==> config.mk <==
export PLATFORM = sky130hd
export DESIGN_NAME = bcs_regs
export DESIGN_NICKNAME = d
export VERILOG_FILES = /design/src/core/bcs_pkg.sv /design/src/core/bcs_sync.sv /design/src/core/bcs_regs.sv
export SDC_FILE = /design/constraint.sdc
export NUM_CORES = 1
export LEC_CHECK = 0
export ABC_AREA = 1
export BUFFER_PORTS_ARGS = -buffer_cell sky130_fd_sc_hd__buf_2
export CORE_ASPECT_RATIO = 2
export CORE_MARGIN = 2
export CORE_UTILIZATION = 40
export DETAILED_ROUTE_END_ITERATION = 6
export GPL_ROUTABILITY_DRIVEN = 0
export GPL_TIMING_DRIVEN = 0
export PLACE_DENSITY = 0.7
export SLEW_MARGIN = 10
export SYNTH_ARGS = -nofsm -noshare
export SYNTH_HDL_FRONTEND = slang
export SYNTH_HIERARCHICAL = 1
export SYNTH_SLANG_ARGS = --single-unit
==> constraint.sdc <==
create_clock -name CLOCK -period 1 [get_ports CLOCK]
set_input_delay 0.15 -clock CLOCK [delete_from_list [all_inputs] [get_ports CLOCK]]
set_output_delay 0.15 -clock CLOCK [all_outputs]
set_load 0.1 [all_outputs]
==> src/core/bcs_pkg.sv <==
package bcs_pkg;
    // Register byte addresses in ISA I/O space
    localparam logic [15:0] BCS_ADDR_PROC_CFG   = 16'h0800;
    localparam logic [15:0] BCS_ADDR_JUMPERS    = 16'h0801;
    localparam logic [15:0] BCS_ADDR_BOARD_OPT  = 16'h0802;
    localparam logic [15:0] BCS_ADDR_DRAM_SIZE  = 16'h0804;
    // Processor type code, value is arbitrary
    localparam logic [3:0]  BCS_PROC_KIND_CODE  = 4'hA;
    // Field positions of the processor configuration byte
    localparam int          BCS_CACHE_LSB       = 0;
    localparam int          BCS_CLOCK_LSB       = 2;
    localparam int          BCS_KIND_LSB        = 4;
    // Board option byte: unused bit position and its fixed value
    localparam int          BCS_OPT_SPARE_BIT   = 5;
    localparam logic        BCS_OPT_SPARE_VAL   = 1'b1;
    // Encodings
    localparam logic [1:0]  BCS_CACHE_512K      = 2'h0;
    localparam logic [1:0]  BCS_CACHE_256K      = 2'h1;
    localparam logic [1:0]  BCS_CACHE_1M        = 2'h2;
    localparam logic [1:0]  BCS_CACHE_NONE      = 2'h3;
    localparam logic [1:0]  BCS_CLK_33_33       = 2'h0;
    localparam logic [1:0]  BCS_CLK_20_40       = 2'h1;
    localparam logic [1:0]  BCS_CLK_25_50       = 2'h2;
    localparam logic [1:0]  BCS_CLK_33_66       = 2'h3;
    localparam logic [1:0]  BCS_BANK_128M       = 2'h0;
    localparam logic [1:0]  BCS_BANK_32M        = 2'h1;
    localparam logic [1:0]  BCS_BANK_8M         = 2'h2;
    localparam logic [1:0]  BCS_BANK_NONE       = 2'h3;
    // Read data shown when nothing is selected
    localparam logic [7:0]  BCS_IDLE_DATA       = 8'h00;
    // Bus access states
    typedef enum logic [1:0] {
        BCS_IDLE = 2'b01,
        BCS_READ = 2'b10
    } bcs_state_t;
endpackage

==> src/core/bcs_sync.sv <==
`timescale 1ns/1ns
// Registers a strap group once per clock; straps are static, one stage suffices
module bcs_sync
    import bcs_pkg::*;
#(
    parameter int WIDTH = 8
) (
    input  wire logic             clk,
    input  wire logic             rst_n,
    input  wire logic [WIDTH-1:0] d,
    output logic      [WIDTH-1:0] q
);
    // Reset to all ones, the absent level of active-low flags
    always_ff @(posedge clk or negedge rst_n) begin
        if (!rst_n) begin
            q <= '1;
        end else begin
            q <= d;
        end
    end
endmodule

==> src/core/bcs_regs.sv <==
`timescale 1ns/1ns
module bcs_regs
    import bcs_pkg::*;
(
    input  wire logic        CLOCK,
    input  wire logic        RESET_N,
    input  wire logic [15:0] IO_ADDR,
    input  wire logic        IO_READ_N,
    input  wire logic        IO_WRITE_N,
    input  wire logic [1:0]  SECOND_LEVEL_CACHE_SIZE,
    input  wire logic [1:0]  CLOCK_RATIO_CODE,
    input  wire logic [7:0]  JUMPER_HEADER_BITS,
    input  wire logic        TRANSITION_MODULE_ABSENT,
    input  wire logic        SYNC_SERIAL_ABSENT,
    input  wire logic        MEZZANINE_CARD_ABSENT,
    input  wire logic        BACKPLANE_IF_ABSENT,
    input  wire logic        GRAPHICS_ABSENT,
    input  wire logic        NETWORK_ABSENT,
    input  wire logic        DISK_IF_ABSENT,
    input  wire logic [2:0]  BANK_SIZE_CODE_LO,
    input  wire logic        REFRESH_FLAG_N_A_LO,
    input  wire logic [2:0]  BANK_SIZE_CODE_HI,
    input  wire logic        REFRESH_FLAG_N_A_HI,
    output logic      [7:0]  IO_DATA_OUT,
    output logic             IO_DATA_OE
);
    logic [7:0]  opt_raw;
    logic [7:0]  opt_q;
    logic [7:0]  jmp_q;
    logic [7:0]  dram_raw;
    logic [7:0]  dram_q;
    logic [3:0]  cpu_raw;
    logic [3:0]  cpu_q;
    logic [7:0]  proc_cfg;
    logic [7:0]  rd_data_d;
    logic        rd_hit_d;
    bcs_state_t  state_q;
    bcs_state_t  state_d;

    // Gather active-low presence flags in their byte positions
    // active-low flags
    always_comb begin
        opt_raw = 8'hFF;
        opt_raw[7] = TRANSITION_MODULE_ABSENT;
        opt_raw[6] = SYNC_SERIAL_ABSENT;
        opt_raw[BCS_OPT_SPARE_BIT] = BCS_OPT_SPARE_VAL;
        opt_raw[4] = MEZZANINE_CARD_ABSENT;
        opt_raw[3] = BACKPLANE_IF_ABSENT;
        opt_raw[2] = GRAPHICS_ABSENT;
        opt_raw[1] = NETWORK_ABSENT;
        opt_raw[0] = DISK_IF_ABSENT;
    end

    // DRAM pair nibbles: refresh flag on top, size code below
    // pair layout
    assign dram_raw = {REFRESH_FLAG_N_A_HI, BANK_SIZE_CODE_HI,
                       REFRESH_FLAG_N_A_LO, BANK_SIZE_CODE_LO};

    assign cpu_raw = {CLOCK_RATIO_CODE, SECOND_LEVEL_CACHE_SIZE};

    // Straps are registered so readback never sees a pin mid-change
    bcs_sync #(.WIDTH(8)) u_opt  (.clk(CLOCK), .rst_n(RESET_N), .d(opt_raw),  .q(opt_q));
    bcs_sync #(.WIDTH(8)) u_jmp  (.clk(CLOCK), .rst_n(RESET_N), .d(JUMPER_HEADER_BITS),
                                  .q(jmp_q));
    bcs_sync #(.WIDTH(8)) u_dram (.clk(CLOCK), .rst_n(RESET_N), .d(dram_raw), .q(dram_q));
    bcs_sync #(.WIDTH(4)) u_cpu  (.clk(CLOCK), .rst_n(RESET_N), .d(cpu_raw),  .q(cpu_q));

    // Processor byte: kind code is constant, not from any strap
    // hard-wired kind
    always_comb begin
        proc_cfg = 8'h00;
        proc_cfg[BCS_KIND_LSB +: 4]  = BCS_PROC_KIND_CODE;
        proc_cfg[BCS_CLOCK_LSB +: 2] = cpu_q[3:2];
        proc_cfg[BCS_CACHE_LSB +: 2] = cpu_q[1:0];
    end

    // Byte decode of the four locations; unmapped addresses are not claimed
    // byte I/O decode
    always_comb begin
        rd_hit_d  = 1'b1;
        rd_data_d = BCS_IDLE_DATA;
        case (IO_ADDR)
            BCS_ADDR_PROC_CFG: begin
                rd_data_d = proc_cfg;
            end
            BCS_ADDR_JUMPERS: begin
                rd_data_d = jmp_q;
            end
            BCS_ADDR_BOARD_OPT: begin
                rd_data_d = opt_q;
            end
            BCS_ADDR_DRAM_SIZE: begin
                rd_data_d = dram_q;
            end
            default: begin
                rd_hit_d = 1'b0;
            end
        endcase
        // Reads only; a write strobe never drives the bus
        if (IO_READ_N) begin
            rd_hit_d = 1'b0;
        end
    end

    // Access state follows the read strobe to a mapped address
    always_comb begin
        case (state_q)
            BCS_IDLE: begin
                state_d = rd_hit_d ? BCS_READ : BCS_IDLE;
            end
            BCS_READ: begin
                state_d = rd_hit_d ? BCS_READ : BCS_IDLE;
            end
            default: begin
                state_d = BCS_IDLE;
            end
        endcase
    end

    always_ff @(posedge CLOCK or negedge RESET_N) begin
        if (!RESET_N) begin
            state_q <= BCS_IDLE;
        end else begin
            state_q <= state_d;
        end
    end

    // Registered read data; IO_WRITE_N is deliberately unused
    // writes have no effect
    always_ff @(posedge CLOCK or negedge RESET_N) begin
        if (!RESET_N) begin
            IO_DATA_OUT <= BCS_IDLE_DATA;
            IO_DATA_OE  <= 1'b0;
        end else begin
            IO_DATA_OUT <= rd_hit_d ? rd_data_d : BCS_IDLE_DATA;
            IO_DATA_OE  <= (state_d == BCS_READ);
        end
    end
endmodule

**Word level (Yosys, flattened, before mapping)**

Index checks and enable logic that the tools add are counted.

- Bits in read-only memories: 0
- Input port bits: 47
- Latch bits: 0
- Memories: 0
- Bits in writable memories: 0
- Bits in registers: 38

- Reductions and logical operators: 2
- Bitwise operators: 0
- Divide/modulo/power cells: 0
- Shift operators: 0
- Magnitude comparators: 0
- Equality and inequality tests: 7
- Mux-type cells: 6
- Multipliers: 0
- Add/sub/neg operators: 0

Operators by type and width:

| cell | number |
|---|---|
| 16-bit by 12-bit equality test with 1-bit output (second input constant) | 4 |
| 8-bit case mux with 4 select lines | 1 |
| 8-bit 2-to-1 mux | 1 |
| 2-bit equality test (second input constant) | 2 |
| 2-bit 2-to-1 mux | 2 |
| 4-bit OR reduction | 1 |
| 2-bit by 1-bit equality test with 1-bit output (second input constant) | 1 |
| 1-bit 2-to-1 mux | 2 |
| 2-bit OR reduction | 1 |

**Longest topological paths before layout**

- Word-level depth: 7
- Mapped depth: 8
- Gate-level depth less buffers: 8

**By module**

The synthesis kept the hierarchy.

Modules (own cells, without submodules):

| module | times used | area an instance (µm²) | cells an instance |
|---|---|---|---|
| bcs_regs | 1 | 782.0 | 112 |
| bcs_sync (u_dram ...) | 3 | 210.2 | 8 |
| bcs_sync (u_cpu) | 1 | 105.1 | 4 |

**Worst setup path before layout**

No wires, ideal clock.

- Path kind: register to register
- Start: reg state_q[1]
- End: reg state_q[1]
- Setup slack: -356 ps
- Arrival time: 1,286 ps
- Cell stages (with the launch flop): 4
- Period minus slack after synthesis: 1,356 ps
- Cell sequence: dfrtp_1 > xor2_1 > inv_1 > nor2_2

- Cells in the longest elaborated chain, start to end: 3
- Elaborated cells between the ends (all ways): 4

Ends and longest elaborated chain:

| item | line | source |
|---|---|---|
| start, declared | bcs_regs.sv:37 | `bcs_state_t state_q;` |
| start signal, assigned | bcs_regs.sv:124 | `state_q <= state_d;` |
| 2-bit equality test or 2-bit by 1-bit equality test with 1-bit output (tied branches) | bcs_regs.sv:107 | `case (state_q)` |
| 2-bit OR reduction (no source line) * | n/a |  |
| 2-bit 2-to-1 mux * | n/a |  |
| via state_d[1] | bcs_regs.sv:38 | `bcs_state_t state_d;` |

The timed path passes the listed nets; every way through them passes the cells marked *.

==> impl_metrics.tcl <==
set metrics [dict create \
    stdcell_count 288 \
    nNetsFinal 285 \
    cts_buffers 5 \
    relSlewSlack 0.5001 \
    cpLargestDelayFamily "flip-flops" \
    wl_um 3413 \
    grt_overflow 0 \
    drv_cap 0 \
    critPathCaptureType "output pin" \
    layout-drive-gt1-share 0.5983 \
    slew_viol_final 0 \
    ant_nets 0 \
    htree_levels 2 \
    crit_type "register to output pin" \
    cp_max_fo 2 \
    grt_pass1_wl_um 4954 \
    synth_compound_area_frac 0.01154 \
    path_cells "buf_12" \
    synth_cell_type_count 15 \
    ys_top_cells_by_area "dfstp_2 (50%), dfrtp_1 (15%), nand3_1 (9.2%)" \
    setup_viol 10 \
    synth_top_family_by_area "simple AND/OR/NAND/NOR gates" \
    mostFrequentLayoutCell "buf_2" \
    tightestPinTransition_ps 749.9 \
    vias_per_cell 4.403 \
    cts_tree "yes" \
    dr_total_vias 1268 \
    hpwl_um 1988 \
    rows 31 \
    fin_skew_ps 8.970 \
    dp.cells 243 \
    path_clk_slew_ps 70 \
    die_x_um 47.56 \
    clock_sinks 38 \
    synth_top_area_share 0.5021 \
    drt-initial-drc-count 18 \
    whs_ps -79.73 \
    clk_latency_ps 290 \
    coreArea_um2 3646 \
    final_cell_mix "buf_2 (45), dfstp_2 (29), nand3_1 (27), dlygate4sd3_1 (27), nand2_1 (19)" \
    violations "hold timing, setup timing" \
    cp_num_buf_inv 1 \
    synthAdderAreaFrac 0 \
    drc_errors 0 \
    finalCritPeriodShare 1.101 \
    worstReg2RegStart "state_q[1]" \
    rsz0062_at_grt "yes" \
    avgSynthCellArea_um2 10.84 \
    cts-root-buf "clkbuf_8" \
    finalHoldViolCount 9 \
    cp-start-kind "register" \
    firstDrtPassIters 4 \
    die_h_um 91.11 \
    fmax_ghz 0.9082 \
    ys_seq_area_frac 0.6505 \
    power_density_nw_per_um2 1232 \
    synth_nets 187 \
    start_util 0.4163 \
    syn_area_um2 1518 \
    grt.busiest_layer "met2" \
    hold_class "primary input to async pin" \
    synthCells 140 \
    met3_usage 0.04771 \
    diodes 0 \
    synth_seq_cells 38 \
    fillers 294 \
    wl_per_cell_um 11.85 \
    fin_crit_ps 1101 \
    fp.dieArea_um2 4333 \
    pre_cts_ws_ps -257.1 \
    layout_setup_ws_ps -101.1 \
    ir_drop_mv 1.206 \
    synth-xor-area-share 0.005771 \
    grt_pass1_vias 1221 \
    area_delta_synth_final_pct 63.23 \
    post-route-util 0.6795 \
    grt_max_degree 39 \
    met2_usage 0.3007 \
    p_total_mw 3.053 \
    max_stage_delay_ps 490 \
    required_ps 850 \
    worst_path_max_delay_cell "dfrtp_4" \
    ios 56 \
    met1_usage 0.1464 \
    yosys.area_share.simple 0.2927 \
    yosys.area.top_type "dfstp_2" \
    synth_mux_area_frac 0 \
    grt_antenna_before_repair 0 \
    cts_max_path_buffers 2 \
    p_leak_nw 1.130 \
    grt_use_total 0.1648 \
    crit_arrival_ps 950 \
    status "finished with violations" \
    startpoint "state_q[1]" \
    hold_buffers 27 \
    io_buffers 54 \
    yosys_warnings 6 \
]
## Yosys cell counts
cell / count
nand2_4: 2
conb_1: 1
nand2_1: 22
buf_4: 2
dfrtp_1: 9
nor2_4: 5
buf_6: 1
inv_1: 8
nor2_1: 18
nand3_1: 28
xor2_1: 1
nand2_2: 1
o21ai_2: 2
dfstp_2: 29
nor2_2: 11
## final timing paths
kind	slack, ps	cells past startpoint	end
max	-100	1	IO_DATA_OE
min	-80	1	IO_DATA_OUT[2]
max reg2reg	-30	4	state_q[1]
min reg2reg	640	4	IO_DATA_OUT[2]
max in group asynchronous	520	1	state_q[1]
min in group CLOCK	230	3	state_q[0]
## flip-flops by register name (all words and copies together) (netlist names)
name         flops
u_cpu/q          4
IO_DATA_OUT      8
u_jmp/q          8
u_dram/q         8
state_q          2
u_opt/q          8
## routing by layer
| layer | routed length (um) | share of wire | vias to the layer above |
|---|---|---|---|
| li1 | - | - | 637 |
| met4 | 68 | 0.020 | 0 |
| met3 | 120 | 0.035 | 6 |
| met1 | 1062 | 0.31 | 591 |
| met5 | 0 | 0 | - |
| met2 | 2161 | 0.63 | 34 |
## final cells by class
class | instances | area [um^2] | share of cell area
well taps | 49 | 61.31 | 0.02475
multi-input cells | 94 | 551.8 | 0.2227
flip-flops and latches | 38 | 1001 | 0.4040
repair buffers | 88 | 695.7 | 0.2808
clock buffers | 6 | 93.84 | 0.03788
inverters | 8 | 30.03 | 0.01212
plain buffers | 3 | 33.78 | 0.01364
clock inverters | 2 | 10.01 | 0.004040
## metrics by stage
step | setup TNS, ps | area [um^2]
floorplan | -27.40 | 1531
global placement | -2144 | 1863
detailed placement | -2357 | 1863
CTS | -330.8 | 2328
global route | -529.2 | 2477
finish | -329.9 | 2477
## what timing repair did
action / CTS / global route
resized for setup: 24 / 20
cloned: 0 / 5
setup buffers: 1 / 4
pin swaps: 0 / 8
setup endpoints to repair: 9 / 18
hold endpoints to repair: 36 / 9
## cell families (layout without fill, tap and decap cells)
family                    count (synthesis)  in the layout
buffers and inverters                    11            107
xor gates and xnor gates                  1              1
other                                     1              1
and+or+nand+nor                          87             90
AOI/OAI and AO/OA                         2              2
DFF                                      38             38
## report_power, final
part | total (mW) | leakage, nW | internal [mW] | switching (mW)
Sequential | 1.65 | 0.415 | 1.64 | 0.0153
Combinational | 0.260 | 0.659 | 0.152 | 0.108
Clock | 1.14 | 0.0561 | 0.632 | 0.506
Total | 3.05 | 1.13 | 2.42 | 0.630
Note: power is estimated with default switching activity, not from simulation.
